File: config.mk
export PLATFORM = sky130hd
export DESIGN_NAME = smec_top
export DESIGN_NICKNAME = d
export VERILOG_FILES = /design/src/inc/smec_pkg.sv /design/src/inc/smec_reg_if.sv /design/src/rtl/smec_avmm_slave.sv /design/src/rtl/smec_sticky.sv /design/src/rtl/smec_top.sv
export SDC_FILE = /design/constraint.sdc
export NUM_CORES = 1
export LEC_CHECK = 0
export ABC_AREA = 1
export ABC_CLOCK_PERIOD_IN_PS = 1950
export BUFFER_PORTS_ARGS = -buffer_cell sky130_fd_sc_hd__buf_2
export CORE_MARGIN = 2
export CORE_UTILIZATION = 43
export CTS_CLUSTER_SIZE = 25
export DETAILED_ROUTE_END_ITERATION = 10
export GPL_TIMING_DRIVEN = 1
export PLACE_DENSITY = 0.69
export SETUP_SLACK_MARGIN = 0.5
export SYNTH_ARGS = -nofsm -noshare
export SYNTH_HDL_FRONTEND = slang
export SYNTH_SLANG_ARGS = --single-unit
File: constraint.sdc
create_clock -name clk_i -period 1.95 [get_ports clk_i]
set_input_delay 0.2925 -clock clk_i [delete_from_list [all_inputs] [get_ports clk_i]]
set_output_delay 0.2925 -clock clk_i [all_outputs]
set_load 0.02 [all_outputs]
File: src/inc/smec_pkg.sv
// What this block does
// - Machine check only when microcode consumes item or on a page table write error.
// - Discarded faulty prefetch becomes soft error interrupt.
// - Lost error with lost data posts hard interrupt.
// - Fetch errors report restartable flag as one.
// - Instruction cache parity checks on dispatch or operand.
// - Separate data parity flags per data bank.
// - Separate tag parity flags per tag bank.
// - Record quadword aligned failing virtual address.
// - Multiple bit fill ECC error flags fill error.
// - Capture fill address and syndrome on fill error.
// - Held fill report blocks capture, marks lost errors.
// - Lost fill error as cause raises soft interrupt.
// - Lost data RAM error raises soft or hard.
// - Only read fill errors and parity errors can arm machine check.
// - Page table write error traps at any time.
package smec_pkg;
  // Bus and capture widths.
  localparam int AW  = 5;
  localparam int DW  = 32;
  localparam int VAW = 32;
  localparam int PAW = 32;
  localparam int SYW = 8;
  // Register byte offsets.
  localparam logic [AW-1:0] OFS_STATUS = 5'h00;
  localparam logic [AW-1:0] OFS_MASK   = 5'h04;
  localparam logic [AW-1:0] OFS_VADDR  = 5'h08;
  localparam logic [AW-1:0] OFS_FADDR  = 5'h0c;
  localparam logic [AW-1:0] OFS_SYND   = 5'h10;
  localparam logic [AW-1:0] OFS_ICACHE_STATUS_REG   = 5'h14;
  // Status and mask bit positions.
  localparam int ST_DP0  = 0;
  localparam int ST_DP1  = 1;
  localparam int ST_TP0  = 2;
  localparam int ST_TP1  = 3;
  localparam int ST_FILL = 4;
  localparam int ST_LOST = 5;
  localparam int ST_SOFT = 6;
  localparam int ST_HARD = 7;
  localparam int ST_W    = 8;
  // Instruction cache status register bits.
  localparam int ICACHE_STATUS_REG_EN   = 0;
  localparam int ICACHE_STATUS_REG_LOCK = 1;
  localparam int ICACHE_STATUS_REG_W    = 2;
  // Reset values.
  localparam logic [ST_W-1:0]   MASK_RST = 8'h00;
  localparam logic [ICACHE_STATUS_REG_W-1:0] ICACHE_STATUS_REG_RST = 2'h0;
  // Low address bits cleared for quadword alignment.
  localparam logic [VAW-1:0] QW_MASK = 32'h0000_0007;
  // Code reported for a synchronous read machine check.
  localparam logic [7:0] SYNC_READ_MCHECK_CODE = 8'h01;
  // Pending machine check tracker states.
  typedef enum logic [0:0] {PEND_IDLE, PEND_ARMED} smec_pend_t;
endpackage : smec_pkg

File: src/inc/smec_reg_if.sv
// Decoded register access between the bus slave and the core.
interface smec_reg_if;
  import smec_pkg::*;
  logic          wr;     // One-cycle write strobe.
  logic [AW-1:0] addr;   // Byte address of the access.
  logic [DW-1:0] wdata;  // Write data.
  logic [DW-1:0] rdata;  // Read data for addr.
  modport bus  (output wr, output addr, output wdata, input rdata);
  modport core (input wr, input addr, input wdata, output rdata);
endinterface : smec_reg_if

File: src/rtl/smec_avmm_slave.sv
// Avalon-MM slave that answers every access after one wait cycle.
module smec_avmm_slave
  import smec_pkg::*;
(
  // Clock and reset.
  input  wire logic          clk_i,
  input  wire logic          rst_b_i,
  input  wire logic          ce_i,
  // Avalon-MM slave port.
  input  wire logic [AW-1:0] avs_address_i,
  input  wire logic          avs_read_i,
  input  wire logic          avs_write_i,
  input  wire logic [DW-1:0] avs_writedata_i,
  output logic      [DW-1:0] avs_readdata_o,
  output logic               avs_waitrequest_o,
  // Decoded access towards the core.
  smec_reg_if.bus            rif
);
  logic ack;       // High in the cycle the access completes.
  logic next_ack;  // Acknowledge for the next cycle.
  logic req;       // A read or write is requested.

  assign req               = avs_read_i | avs_write_i;
  assign next_ack          = req & ~ack;
  // A frozen clock enable keeps the master waiting, so no write is lost.
  assign avs_waitrequest_o = req & ~(ack & ce_i);
  // The write lands on the edge at which waitrequest is low.
  assign rif.wr    = avs_write_i & ack & ce_i;
  assign rif.addr  = avs_address_i;
  assign rif.wdata = avs_writedata_i;

  // Acknowledge follows the request by one cycle.
  always_ff @(posedge clk_i or negedge rst_b_i) begin
    if (!rst_b_i) begin
      ack <= 1'b0;
    end else if (ce_i) begin
      ack <= next_ack;
    end
  end

  // Read data is registered in the wait cycle.
  always_ff @(posedge clk_i or negedge rst_b_i) begin
    if (!rst_b_i) begin
      avs_readdata_o <= '0;
    end else if (ce_i && avs_read_i && !ack) begin
      avs_readdata_o <= rif.rdata;
    end
  end
endmodule // smec_avmm_slave

File: src/rtl/smec_sticky.sv
// Sticky flag vector: a set in the clearing cycle wins.
module smec_sticky #(
  parameter int W = 8
) (
  // Clock and reset.
  input  wire logic         clk_i,
  input  wire logic         rst_b_i,
  input  wire logic         ce_i,
  // Set and clear vectors.
  input  wire logic [W-1:0] set_i,
  input  wire logic [W-1:0] clr_i,
  // Held flags.
  output logic      [W-1:0] q_o
);
  logic [W-1:0] next_q;  // Flags after this cycle.

  // Clear first, then set, so no event is lost.
  assign next_q = (q_o & ~clr_i) | set_i;

  // The flags move only while the clock enable is high.
  always_ff @(posedge clk_i or negedge rst_b_i) begin
    if (!rst_b_i) begin
      q_o <= '0;
    end else if (ce_i) begin
      q_o <= next_q;
    end
  end
endmodule // smec_sticky

File: src/rtl/smec_top.sv
// Synchronous read machine check error capture and reporting.
//
// Chosen here: the register addresses and the Avalon-MM interface to the registers.
module smec_top
  import smec_pkg::*;
#(
  parameter int VW = smec_pkg::VAW,  // Virtual address width.
  parameter int PW = smec_pkg::PAW,  // Fill address width.
  parameter int SW = smec_pkg::SYW   // Syndrome width.
) (
  // Clock, reset and clock enable.
  input  wire logic                  clk_i,
  input  wire logic                  rst_b_i,
  input  wire logic                  ce_i,
  // Avalon-MM register port.
  input  wire logic [smec_pkg::AW-1:0] avs_address_i,
  input  wire logic                  avs_read_i,
  input  wire logic                  avs_write_i,
  input  wire logic [smec_pkg::DW-1:0] avs_writedata_i,
  output logic      [smec_pkg::DW-1:0] avs_readdata_o,
  output logic                       avs_waitrequest_o,
  // Instruction cache parity error report.
  input  wire logic                  ic_par_err_i,
  input  wire logic                  ic_par_tag_i,
  input  wire logic                  ic_par_bank_i,
  input  wire logic [VW-1:0]         ic_par_vaddr_i,
  // Cache fill report.
  input  wire logic                  fill_valid_i,
  input  wire logic                  fill_ecc_multi_i,
  input  wire logic                  fill_is_read_i,
  input  wire logic                  fill_data_lost_i,
  input  wire logic [PW-1:0]         fill_addr_i,
  input  wire logic [SW-1:0]         fill_synd_i,
  // Microcode events.
  input  wire logic                  uc_consume_i,
  input  wire logic                  uc_flush_i,
  input  wire logic                  pte_wr_err_i,
  // Machine check and interrupt outputs.
  output logic                       mcheck_o,
  output logic      [7:0]            mcheck_code_o,
  output logic                       restartable_flag_o,
  output logic                       icache_enable_o,
  output logic                       irq_o
);
  import smec_pkg::*;

  smec_reg_if rif ();

  // Register state.
  logic [ST_W-1:0]   status;       // Sticky event flags.
  logic [ST_W-1:0]   mask;         // Interrupt enables.
  logic [VW-1:0]     vaddr;        // Failing cache virtual address.
  logic [PW-1:0]     faddr;        // Failing fill address.
  logic [SW-1:0]     synd;         // Failing fill syndrome.
  logic              icache_en;    // Cache enable written by software.
  logic              lock;         // Capture lock of the cache status.
  smec_pend_t        pend;         // Pending machine check tracker.
  smec_pend_t        next_pend;    // Tracker next state.

  // Event decode.
  logic              ic_err;       // Accepted parity error.
  logic              fill_err;     // Uncorrectable fill error.
  logic              fill_cap;     // Fill error that is latched.
  logic              fill_lost;    // Fill error that is only counted lost.
  logic              arm;          // Prefetched item became faulty.
  logic              fire;         // Consumption of a faulty item.
  logic              flush_soft;   // Faulty item discarded unused.
  logic [ST_W-1:0]   st_set;       // Status set vector.
  logic [ST_W-1:0]   st_clr;       // Status clear vector.

  // Register access decode.
  logic              wr_status;    // Write to the status register.
  logic              wr_mask;      // Write to the mask register.
  logic              wr_icache_status_reg;      // Write to the cache status register.
  logic              lock_clr;     // Lock cleared by software.
  logic [VW-1:0]     va_qw;        // Quadword aligned address.

  // Bus slave with one wait cycle.
  smec_avmm_slave u_slave (
    .clk_i             (clk_i),
    .rst_b_i           (rst_b_i),
    .ce_i              (ce_i),
    .avs_address_i     (avs_address_i),
    .avs_read_i        (avs_read_i),
    .avs_write_i       (avs_write_i),
    .avs_writedata_i   (avs_writedata_i),
    .avs_readdata_o    (avs_readdata_o),
    .avs_waitrequest_o (avs_waitrequest_o),
    .rif               (rif.bus)
  );

  // Write decode.
  assign wr_status = rif.wr && (rif.addr == OFS_STATUS);
  assign wr_mask   = rif.wr && (rif.addr == OFS_MASK);
  assign wr_icache_status_reg   = rif.wr && (rif.addr == OFS_ICACHE_STATUS_REG);
  // Writing a one to the lock bit rearms address capture.
  assign lock_clr  = wr_icache_status_reg && rif.wdata[ICACHE_STATUS_REG_LOCK];
  assign st_clr    = wr_status ? rif.wdata[ST_W-1:0] : '0;

  // Read selection; unmapped offsets read as zero.
  assign rif.rdata =
    (rif.addr == OFS_STATUS) ? DW'(status) :
    (rif.addr == OFS_MASK)   ? DW'(mask) :
    (rif.addr == OFS_VADDR)  ? DW'(vaddr) :
    (rif.addr == OFS_FADDR)  ? DW'(faddr) :
    (rif.addr == OFS_SYND)   ? DW'(synd) :
    (rif.addr == OFS_ICACHE_STATUS_REG)   ? DW'({lock, icache_en}) : '0;

  // Error event decode.
  assign ic_err    = ce_i && ic_par_err_i;
  assign fill_err  = ce_i && fill_valid_i && fill_ecc_multi_i;
  // A held report blocks capture; the new error is only lost.
  assign fill_cap  = fill_err && !status[ST_FILL];
  assign fill_lost = fill_err && status[ST_FILL];
  assign va_qw     = ic_par_vaddr_i & ~VW'(QW_MASK);

  // Cache parity and read fill errors arm the pending check.
  assign arm = ic_err ||
               (fill_err && fill_is_read_i);
  // The check is raised only when microcode uses the item.
  assign fire       = ce_i && (pend == PEND_ARMED) && uc_consume_i;
  assign flush_soft = ce_i && (pend == PEND_ARMED) && !uc_consume_i &&
                      uc_flush_i;

  // Status set vector, one bit per event.
  assign st_set[ST_DP0]  = ic_err && !ic_par_tag_i && !ic_par_bank_i;
  assign st_set[ST_DP1]  = ic_err && !ic_par_tag_i && ic_par_bank_i;
  assign st_set[ST_TP0]  = ic_err && ic_par_tag_i && !ic_par_bank_i;
  assign st_set[ST_TP1]  = ic_err && ic_par_tag_i && ic_par_bank_i;
  assign st_set[ST_FILL] = fill_err;
  assign st_set[ST_LOST] = fill_lost;
  // A lost error without data loss is reported as soft.
  assign st_set[ST_SOFT] = flush_soft ||
                           (fill_lost && !fill_data_lost_i);
  // A lost error that lost data is reported as hard.
  assign st_set[ST_HARD] = fill_lost && fill_data_lost_i;

  // Sticky status flags; held until written with a one.
  smec_sticky #(
    .W (ST_W)
  ) u_status (
    .clk_i   (clk_i),
    .rst_b_i (rst_b_i),
    .ce_i    (ce_i),
    .set_i   (st_set),
    .clr_i   (st_clr),
    .q_o     (status)
  );

  // One level interrupt for any unmasked status flag.
  assign irq_o = |(status & mask);

  // Mask register.
  always_ff @(posedge clk_i or negedge rst_b_i) begin
    if (!rst_b_i) begin
      mask <= MASK_RST;
    end else if (ce_i && wr_mask) begin
      mask <= rif.wdata[ST_W-1:0];
    end
  end

  // Cache enable bit, driven out to the instruction cache.
  always_ff @(posedge clk_i or negedge rst_b_i) begin
    if (!rst_b_i) begin
      icache_en <= ICACHE_STATUS_REG_RST[ICACHE_STATUS_REG_EN];
    end else if (ce_i && wr_icache_status_reg) begin
      icache_en <= rif.wdata[ICACHE_STATUS_REG_EN];
    end
  end
  assign icache_enable_o = icache_en;

  // Lock sets on a parity error; a new error wins over a clear.
  always_ff @(posedge clk_i or negedge rst_b_i) begin
    if (!rst_b_i) begin
      lock <= ICACHE_STATUS_REG_RST[ICACHE_STATUS_REG_LOCK];
    end else if (ce_i) begin
      lock <= ic_err | (lock & ~lock_clr);
    end
  end

  // Failing virtual address, captured while unlocked.
  always_ff @(posedge clk_i or negedge rst_b_i) begin
    if (!rst_b_i) begin
      vaddr <= '0;
    end else if (ic_err && !lock) begin
      vaddr <= va_qw;
    end
  end

  // Fill address and syndrome, captured while no report is held.
  always_ff @(posedge clk_i or negedge rst_b_i) begin
    if (!rst_b_i) begin
      faddr <= '0;
      synd  <= '0;
    end else if (fill_cap) begin
      faddr <= fill_addr_i;
      synd  <= fill_synd_i;
    end
  end

  // Pending tracker: armed by a faulty prefetch, left on use or flush.
  always_comb begin
    next_pend = pend;
    case (pend)
      PEND_IDLE: begin
        if (arm) begin
          next_pend = PEND_ARMED;
        end
      end
      PEND_ARMED: begin
        // A new fault in the same cycle keeps the tracker armed.
        if ((fire || flush_soft) && !arm) begin
          next_pend = PEND_IDLE;
        end
      end
      default: begin
        next_pend = PEND_IDLE;
      end
    endcase
  end

  // Tracker state register.
  always_ff @(posedge clk_i or negedge rst_b_i) begin
    if (!rst_b_i) begin
      pend <= PEND_IDLE;
    end else if (ce_i) begin
      pend <= next_pend;
    end
  end

  // Machine check pulse, code and restart flag.
  always_ff @(posedge clk_i or negedge rst_b_i) begin
    if (!rst_b_i) begin
      mcheck_o           <= 1'b0;
      mcheck_code_o      <= '0;
      restartable_flag_o <= 1'b0;
    end else if (ce_i) begin
      // A page table write error traps at once, not restartable.
      mcheck_o <= fire || pte_wr_err_i;
      if (pte_wr_err_i) begin
        mcheck_code_o      <= SYNC_READ_MCHECK_CODE;
        restartable_flag_o <= 1'b0;
      end else if (fire) begin
        // Fetch errors stop before visible state changes.
        mcheck_code_o      <= SYNC_READ_MCHECK_CODE;
        restartable_flag_o <= 1'b1;
      end
    end
  end
endmodule // smec_top

# After elaboration in Yosys (flattened, before gate mapping)
# Cells that the tools add are included.
totals:
  reg_bits: 131
  input_bits: 124
  out_inout_bits: 45
  elab_cells: 92
classes:
  eq_ne: 5
  muxes: 14
  bitwise: 16
  reduce_logical: 44
ops:
  columns: ["operator", "n"]
  rows:
  - ["$mux W32", 4]
  - ["$mux W8", 4]
  - ["$logic_and A1 B1 Y1", 28]
  - ["$and A8 B8 Y8", 2]
  - ["$eq A5 B4 Y1 const B", 2]
  - ["$eq A5 B5 Y1 const B", 2]
  - ["$logic_not A1 Y1", 8]
  - ["$not A8 Y8", 1]
  - ["$or A8 B8 Y8", 1]
  - ["$reduce_or A8 Y1", 1]
  - ["$and A1 B1 Y1", 6]
  - ["$eq A5 B3 Y1 const B", 1]
  - ["$logic_not A5 Y1", 1]
  - ["$logic_or A1 B1 Y1", 4]
  - ["$mux W1", 4]
  - ["$not A1 Y1", 4]
  - ["$mux W2", 1]
  - ["$or A1 B1 Y1", 2]
  - ["$pmux W1 S2", 1]
  - ["$reduce_and A2 Y1", 1]
  - ["$reduce_bool A2 Y1", 1]

# Depth between registers and ports, before layout
# Gate-level depths: netlist of run 1.
logic_depth:
  depth_word: 8
  ltp_mapped: 9
  depth_no_buf: 8

# Hierarchy
# Synthesis of run 1 repeated with hierarchy kept, for this count alone.
unflattened:
  hier_cells: 797
  hier_area_um2: 6247.2
modules_own_cells:
  columns: ["module", "n_inst", "cells_per_inst", "area_per_inst_um2", "seq_area_each_um2"]
  rows:
  - ["smec_top", 1, 565, 4225.3, 2077.0]
  - ["smec_avmm_slave", 1, 190, 1670.4, 825.8]
  - ["smec_sticky", 1, 42, 351.6, 200.2]

# Worst setup path before layout of run 1
# OpenSTA, ideal clock, no wires.
synth_path:
  path_type: "input to register"
  from: "input port avs_address_i[2] (netlist bit)"
  to: "register u_slave.avs_readdata_o[2]"
  setup_ps: 123
  arrival_ps: 1226
  required_time_ps: 1827
  slack_ps: 600
  stages: 6
  path_buffers: 2
  path_cell_list: "buf_2 -> nor2_4 -> nand3_1 -> buf_2 -> o21ai_0 -> o21ai_1"
synth_via:
  elab_chain_cells: 6
  elab_cells_between_ends: 10
  classes_between: "eq/ne (4); mux (5); reduce/logical (1)"
synth_rtl:
  columns: ["item", "line", "source"]
  rows:
  - ["start: declaration", "smec_top.sv:16", "input wire logic [smec_pkg::AW-1:0] avs_address_i,"]
  - ["$eq A5 B5 Y1", "smec_top.sv:106", "(rif.addr == OFS_SYND) ? DW'(synd) :"]
  - ["$mux W8", "smec_top.sv:106", null]
  - ["$mux W32", "smec_top.sv:105", "(rif.addr == OFS_FADDR) ? DW'(faddr) :"]
  - ["$mux W32", "smec_top.sv:104", "(rif.addr == OFS_VADDR) ? DW'(vaddr) :"]
  - ["$mux W32", "smec_top.sv:103", "(rif.addr == OFS_MASK) ? DW'(mask) :"]
  - ["$mux W32 (*)", "smec_top.sv:102", "(rif.addr == OFS_STATUS) ? DW'(status) :"]
  - ["end signal: assignment", "smec_avmm_slave.sv:46", "avs_readdata_o <= rif.rdata;"]
  - ["end: declaration", "smec_avmm_slave.sv:14", "output logic [DW-1:0] avs_readdata_o,"]
# Mark *: on every way between the ends. The rest lies on a longest branch, timed or not.
# A chain may end at the register's enable or synchronous reset.

# Worst setup path after layout of run 1
layout_path:
  from: "register mask[6]"
  to: "output port irq_o"
layout_via:
  elab_chain_cells: 2
layout_rtl:
  columns: ["item", "line", "source"]
  rows:
  - ["start: declaration", "smec_top.sv:51", "logic [ST_W-1:0] mask;"]
  - ["start signal: assignment", "smec_top.sv:158", "mask <= rif.wdata[ST_W-1:0];"]
  - ["$and A8 B8 Y8", "smec_top.sv:151", "assign irq_o = |(status & mask);"]
  - ["$reduce_or A8 Y1", "smec_top.sv:151", null]
  - ["end: declaration", "smec_top.sv:43", "output logic irq_o"]
# Every way passes these cells.

==> results of run 1 <==
-- stage by stage --
step / worst slack (ns) / instances / util / hold slack (ns)
detailed placement: 0.307 / 905 / 0.505 / 0.454
CTS: 0.282 / 942 / 0.551 / 0.0132
finish: 0.275 / 943 / 0.554 / -0.0359
global placement: 0.333 / 905 / 0.505 / 0.448
floorplan: 0.600 / 626 / - / -0.00309
global route: 0.195 / 943 / 0.554 / 0.00762
-- placed cells by master (no fill, tap or decap), drive strengths merged --
cell / instances
clkbuf: 28
inv: 71
dfrtp: 124
o211ai: 1
conb: 7
nand3: 18
nand2: 131
nand4: 30
o21ai: 31
mux2: 19
nor2: 65
o22ai: 24
a221oi: 2
buf: 155
or2: 4
a21oi: 53
clkinv: 2
o21bai: 6
-- worst reg2reg max path, stage by stage, from the launching register on --
cell	delay (ns)
dfrtp_1	0.43
nor2_2	0.23
inv_1	0.13
buf_4	0.27
nor2_1	0.15
nand2_1	0.06
nand2_1	0.05
-- final cells by class --
| cell class | count | area [µm²] | area share |
|---|---|---|---|
| Sequential cell | 124 | 3100 | 0.446 |
| Clock buffer | 28 | 497 | 0.0714 |
| Inverter | 71 | 267 | 0.0383 |
| Timing Repair Buffer | 155 | 890 | 0.128 |
| Multi-Input combinational cell | 391 | 1980 | 0.284 |
| Clock inverter | 2 | 10.0 | 0.00144 |
| Tap cell | 172 | 215 | 0.0309 |
-- worst paths after layout --
check / start / endpoint / slack (ns) / cells after the start
worst max-delay path: mask[6] / irq_o / 0.27 / 5
worst min-delay path: rst_b_i / u_slave.avs_readdata_o[26] / -0.04 / 2
worst max register to register: u_slave.ack / u_slave.avs_readdata_o[6] / 0.57 / 6
worst min register to register: mcheck_code_o[0] / mcheck_code_o[0] / 0.47 / 1
max in group asynchronous: rst_b_i / mask[5] / 1.49 / 2
min in group clk_i: ic_par_bank_i / u_status.q_o[2] / 0.09 / 2
-- metal layers --
layer / track usage / up-vias
met2: 0.331 / 163
met3: 0.0520 / 25
met5: 0 / -
li1: - / 2293
met1: 0.266 / 2205
met4: 0.102 / 0
-- state kept, by name (all words and copies together) (netlist names) --
signal / cells
faddr: 32
icache_enable_o: 1
lock: 1
mask: 8
mcheck_code_o: 1
mcheck_o: 1
pend: 1
restartable_flag_o: 1
synd: 8
u_slave.ack: 1
u_slave.avs_readdata_o: 32
u_status.q_o: 8
vaddr: 29
-- cells by family (layout without fill, tap and decap cells) --
logic type / after synthesis / after routing / synth area share
other: 1 / 7 / 0.000682
buffers and inverters: 111 / 256 / 0.0849
AO/OA/AOI/OAI: 117 / 117 / 0.116
flip-flops: 124 / 124 / 0.564
AND/OR/NAND/NOR: 248 / 248 / 0.195
multiplexers: 19 / 19 / 0.0389
-- synthesized netlist by cell type (all sizes together) --
cell    instances  share of area
nand2         131          0.089
dfrtp         124           0.56
inv            71          0.048
nor2           65          0.049
a21oi          53          0.048
o21ai          31          0.028
nand4          30          0.034
buf            24          0.025
o22ai          24          0.027
mux2           19          0.039
nand3          18          0.017
clkbuf         16          0.011
o21bai          6         0.0082
or2             4         0.0045
a221oi          2         0.0032
conb            1        0.00068
o211ai          1         0.0014
-- repair_timing --
item,4_1_cts,5_1_grt
resized for setup,5,5
pin swaps,3,0
setup endpoints to repair,2,39
buffers inserted,7,1
-- where the power goes --
| part | switching [mW] | internal (mW) | total (mW) | leakage, nW |
|---|---|---|---|---|
| clock network | 1.02 | 1.70 | 2.72 | 0.248 |
| logic | 0.621 | 0.437 | 1.06 | 2.13 |
| registers | 0.186 | 3.01 | 3.19 | 1.46 |
| total | 1.83 | 5.15 | 6.97 | 3.84 |
==> impl_metrics.ini, run 1 <==
[synth]
synthCells = 620
synth.yosys.seq_area_share = 0.564
synth.distinct_cells = 23
postSynthRegisterBits = 124
synth_warnings = 0
synth.cell_area_mm2 = 0.00550
synth_area_per_cell_um2 = 8.87

[detailed_routing]
drtIter0Drc = 224
wire_per_inst_um = 14.2
wl_met3_um = 797
wl_met2_um = 6260
top_layer = met4
via_per_inst = 4.97
vias = 4686
wl_met1_um = 5990
drc = 0
ant_nets = 0
first_pass_iters = 4
wirelength_um = 13400

[timing]
skew_ns = 0.00500
finalMaxSlewViolations = 0
tightestPinTransition_ns = 0.661
period_needed_ns = 1.68
finalSetupViolations = 0
tns_ns = 0
rsz0062_at_grt = yes
finalCritPeriodShare = 0.859
max_slew_margin = 0.559
final_hold_viol_count = 29
max_clock_freq_ghz = 0.597
holdWs_ns = -0.0359

[pwr]
vdd_drop_max_uv = 500
cellLeakagePower_nw = 3.84
power_mw = 6.97
p_per_area_mw_per_mm2 = 1000

[worst_setup_path]
worstPathRequired_ns = 1.66
max_stage_delay_ns = 0.38
path_delay_family = flip-flops
crit_chain = nand2_1, nand2_1, a221oi_2, nand2_1, buf_6
startpoint_type = flip-flop
critPathSlowestCell = dfrtp_1
critical_path_class = reg2out
cp.arrival_ns = 1.38
end_kind = output port
worst_path_most_repeated_cell = nand2_1
critPathMaxFanout = 2
crit_buf_inv = 1

[grt]
antenna_found_initial = 0
grt_pass1_wl_um = 21600
grt_use_total = 0.208
grt_pass1_vias = 4573
overflow = 0
grt_max_degree = 125

[die]
core_mm2 = 0.0126
initial_core_util = 0.438
die_area_mm2 = 0.0137
die_w_um = 117
rows = 41
pin_count = 169
die_h_um = 117

[placed_design]
hpwl_um = 8980
placed_cell_area_mm2 = 0.00635
gp_congestion = 0.860
port_buffers = 134

[clock_network]
numCtsBuffers = 17
clk_path_buf_depth = 2
cts_tree = built
root_buffer = clkbuf_16
clock_sinks = 124
h-tree-depth = 4
insertion_delay_ns = 0.41
cts_hold_buf = 0
clk_pin_slew_worst_paths_ns = 0.05

[final_layout]
nFillCells = 1192
syn_to_final_growth_pct = 26.5
antennaDiodeCount = 0
finalInstanceArea_mm2 = 0.00696
layout-drive-gt1-share = 0.275
nNetsFinal = 884

[status]
violations = hold timing
status = finished, violations left

[hold_path]
hold_path.class = in2async

[flow_run]
drv_cap = 0
Note: power is estimated with default switching activity, not from simulation.
==> inputs of run 2 (changes only) <==
- CORE_ASPECT_RATIO: default -> 0.7
==> run 2 against run 1 <==
The flow now finishes without violations; fmax rose by 0.47%; core utilization rose by 1.8 points; hold slack improved by 0.15 ns; sequential share of layout area fell by 1.1 points; register-to-register slack improved by 0.03 ns; design area rose by 2.5%; combinational power barely moved; clock skew rose by 0.0047 ns; sequential power barely moved; flip-flop and latch count did not move; critical path type unchanged; critical endpoint unchanged; largest cell class unchanged; largest power group is now clock; highest routed layer unchanged.
==> impl_metrics.ini, run 2 (synthesized netlist as in run 1, its figures left out) <==
[status]
status = finished, final reports clean

[final_layout]
nNetsFinal = 886
syn_to_final_growth_pct = 29.6
fin_util = 0.572
layout.cells.non_filler = 937
layout_common_cells = 131 x buf_2, 130 x nand2_1, 123 x dfrtp_1
reg.largest.list = faddr (32), u_slave.avs_readdata_o (32), vaddr (29)
final_common_cell = buf_2
antennaDiodeCount = 0
layout-drive-gt1-share = 0.292

[worst_setup_path]
critPathMaxFanout = 2
end_kind = output port
cp.arrival_ns = 1.37
startpoint_type = flip-flop
critical_path_class = reg2out
reg2reg_slack_ns = 0.60
worstPathRequired_ns = 1.66

[timing]
tns_ns = 0
rsz0062_at_grt = yes
finalMaxSlewViolations = 0
finalSetupViolations = 0
max_clock_freq_ghz = 0.600
skew_ns = 0.00970
holdWs_ns = 0.111
period_needed_ns = 1.67
tightestPinTransition_ns = 0.504
final_hold_viol_count = 0
finalCritPeriodShare = 0.855
max_slew_margin = 0.664

[detailed_routing]
drc = 0
ant_nets = 0
drtIter0Drc = 345
wirelength_um = 14200
vias = 4731
first_pass_iters = 5
via_per_inst = 5.05
wire_per_inst_um = 15.2

[placed_design]
gp_congestion = 0.849
port_buffers = 134
hpwl_um = 9840
place_inst = 895

[die]
die_area_mm2 = 0.0137
initial_core_util = 0.441
rows = 34
pin_count = 169
core_mm2 = 0.0125
die_h_um = 98.6
die_w_um = 139

[clock_network]
numCtsBuffers = 17
insertion_delay_ns = 0.41
clock_sinks = 124
h-tree-depth = 4
clk_pin_slew_worst_paths_ns = 0.06
clk_path_buf_depth = 2
cts_tree = built
root_buffer = clkbuf_16

[grt]
grt_use_total = 0.217
grt_pass1_wl_um = 23500
antenna_found_initial = 0
grt_max_degree = 54
overflow = 0
grt_pass1_vias = 4704

[pwr]
cellLeakagePower_nw = 3.92
p_per_area_mw_per_mm2 = 1090
vdd_drop_max_uv = 645

[flow_run]
drv_cap = 0

[hold_path]
hold_path.class = in2reg
==> run 2: layout make-up <==
type | count | area, µm²
clock buffers | 18 | 439
clock inverters | 14 | 215
fillers | 1138 | 5340
inverters | 71 | 267
multi-input cells | 391 | 1990
flip-flops and latches | 124 | 3100
well taps | 162 | 203
repair buffers | 157 | 907
==> run 2: routing by layer <==
metal,vias up,GRT usage,share of wire
met2,134,0.330,0.46
met5,-,0,0
met4,0,0.0583,0.0053
met1,2280,0.314,0.49
met3,9,0.0530,0.052
li1,2308,-,-
==> run 2: what timing repair did <==
| item | CTS | global route |
|---|---|---|
| pin swaps | 1 | 2 |
| setup buffers | 5 | 4 |
| endpoints found under the setup margin | 7 | 40 |
| hold buffers | 1 | 0 |
| gates resized for setup | 6 | 6 |
| hold endpoints to repair | 34 | 0 |
==> run 2: critical path: stages (launching register included) <==
cell and delay [ns]:
dfrtp_1 0.38, nand2_1 0.08, nand2_1 0.07, a221oi_2 0.19, nand2_1 0.11, buf_6 0.14
==> run 2: where the power goes <==
group | internal, mW | switching [mW] | leakage [nW]
registers | 3.00 | 0.201 | 1.46
logic | 0.445 | 0.636 | 2.15
clock network | 2.31 | 1.16 | 0.317
total | 5.76 | 1.99 | 3.92
==> run 2: worst paths after layout <==
check | start | end | cells past startpoint
worst max-delay path | mask[2] | irq_o | 5
max in group asynchronous | rst_b_i | mask[7] | 3
worst min-delay path | fill_is_read_i | pend | 3
worst max register to register | u_status.q_o[4] | faddr[28] | 5
worst min register to register | mcheck_code_o[0] | mcheck_code_o[0] | 1
min in group asynchronous | rst_b_i | mcheck_code_o[0] | 2
==> run 2: metrics by stage <==
stage	cell area, µm²	setup slack [ns]	power [mW]
final	7130	0.283	7.75
after global routing	7130	0.201	8.13
after CTS	7080	0.283	7.79
after detailed placement	6350	0.181	4.27
after global placement	6350	0.226	4.21
after floorplan	5520	0.600	3.83
==> inputs of run 3 (changes only) <==
- CORE_UTILIZATION: 43 -> 40
- PLACE_DENSITY: 0.69 -> default
- SKIP_LAST_GASP: default -> 1
==> run 3 against run 2 <==
Combinational power about the same; non-clock buffer count up 6; clock skew down 0.0036 ns; wire length up 2.1%; first-iteration DRC count down 18%; die area up 7.2%; sequential share of layout area down 0.87 points; core utilization down 2.6 points; register-to-register slack about the same.
==> impl_metrics.ini, run 3 (synthesized netlist as in run 1, its figures left out) <==
[final_layout]
layout.cells.non_filler = 966
reg.largest.list = faddr (32), u_slave.avs_readdata_o (32), vaddr (29)
syn_to_final_growth_pct = 32.3
antennaDiodeCount = 0
layout-drive-gt1-share = 0.294
nNetsFinal = 892
final_common_cell = buf_2
nFillCells = 1271
layout_common_cells = 131 x buf_2, 130 x nand2_1, 123 x dfrtp_1

[timing]
finalMaxSlewViolations = 0
holdWs_ns = 0.105
rsz0062_at_grt = yes
max_slew_margin = 0.625
finalCritPeriodShare = 0.855
skew_ns = 0.00611
tns_ns = 0
final_hold_viol_count = 0
max_clock_freq_ghz = 0.600
tightestPinTransition_ns = 0.563
finalSetupViolations = 0
period_needed_ns = 1.67

[clock_network]
cts_tree = built
h-tree-depth = 4
clk_pin_slew_worst_paths_ns = 0.06
numCtsBuffers = 17
insertion_delay_ns = 0.41
root_buffer = clkbuf_16
clk_path_buf_depth = 2
clock_sinks = 124

[hold_path]
hold_path.class = in2reg

[detailed_routing]
vias = 4781
wirelength_um = 14500
wire_per_inst_um = 15.0
drtIter0Drc = 283
drc = 0
ant_nets = 0
via_per_inst = 4.95
first_pass_iters = 5

[die]
pin_count = 169
initial_core_util = 0.413
die_area_mm2 = 0.0147
die_h_um = 102
rows = 35
core_mm2 = 0.0133
die_w_um = 144

[status]
status = finished, final reports clean

[pwr]
cellLeakagePower_nw = 3.95
p_per_area_mw_per_mm2 = 1120
power_mw = 8.13
vdd_drop_max_uv = 686

[worst_setup_path]
cp.arrival_ns = 1.38
critPathMaxFanout = 3
end_kind = output port
reg2reg_slack_ns = 0.61
worstPathRequired_ns = 1.66
critical_path_class = reg2out
startpoint_type = flip-flop

[placed_design]
hpwl_um = 10000
place_inst = 923
port_buffers = 134
gp_congestion = 0.908

[grt]
overflow = 0
grt_use_total = 0.208
grt_pass1_wl_um = 23400
grt_pass1_vias = 4682
grt_max_degree = 42
antenna_found_initial = 0

[flow_run]
drv_cap = 0
## run 3: changes by cell type in the layout (fill, tap and decap cells not counted), moves of 2 or more
cell       delta
nand3_1       +2
clkinv_2      -3
nand3_2       -2
bufinv_16     +3
buf_4         +5
## run 3: power breakdown
group / switching [mW] / internal, mW / leakage [nW] / total, mW
Clock: 1.18 / 2.67 / 0.341 / 3.85
Sequential: 0.194 / 3.00 / 1.46 / 3.20
Combinational: 0.636 / 0.448 / 2.15 / 1.08
Total: 2.01 / 6.12 / 3.95 / 8.13
## run 3: repair_timing
| action | 4_1_cts | 5_1_grt |
|---|---|---|
| buffers inserted | 6 | 4 |
| endpoints found under the setup margin | 14 | 79 |
| resized for setup | 6 | 11 |
| endpoints found under the hold margin | 38 | 0 |
| pin swaps | 2 | 2 |
| hold buffers | 1 | 0 |
## run 3: area by class of cell
cell class	count	area, µm²	share of cell area
Multi-Input combinational cell	391	1990	0.274
Inverter	71	270	0.0372
Timing Repair Buffer	163	956	0.131
Clock inverter	14	290	0.0399
Tap cell	185	231	0.0318
Clock buffer	18	429	0.0590
Sequential cell	124	3100	0.427
## run 3: worst max-delay path: stages, from the launching register on
cell	delay (ns)
dfrtp_1	0.42
a221oi_2	0.29
nand2_1	0.12
buf_6	0.15
## run 3: layer usage
metal	GRT usage	up-vias	wire (µm)
met4	0.0590	0	146
met3	0.0483	12	891
met1	0.310	2301	7050
met2	0.306	156	6440
met5	0	-	0
li1	-	2312	-
## run 3: through the flow
step	instance area (µm²)	worst slack, ns	util
3_5_place_dp	6400	0.215	0.481
5_1_grt	7270	0.203	0.546
6_report	7270	0.282	0.546
4_1_cts	7200	0.291	0.541
2_1_floorplan	5520	0.600	-
3_3_place_gp	6400	0.299	0.481
## run 3: worst paths after layout
kind | start | endpoint | depth (start not counted)
min | ic_par_bank_i | u_status.q_o[0] | 2
max reg2reg | u_status.q_o[4] | synd[4] | 4
min reg2reg | mcheck_code_o[0] | mcheck_code_o[0] | 1
min in group asynchronous | rst_b_i | faddr[9] | 2
max | u_status.q_o[7] | irq_o | 3
max in group asynchronous | rst_b_i | u_slave.ack | 3
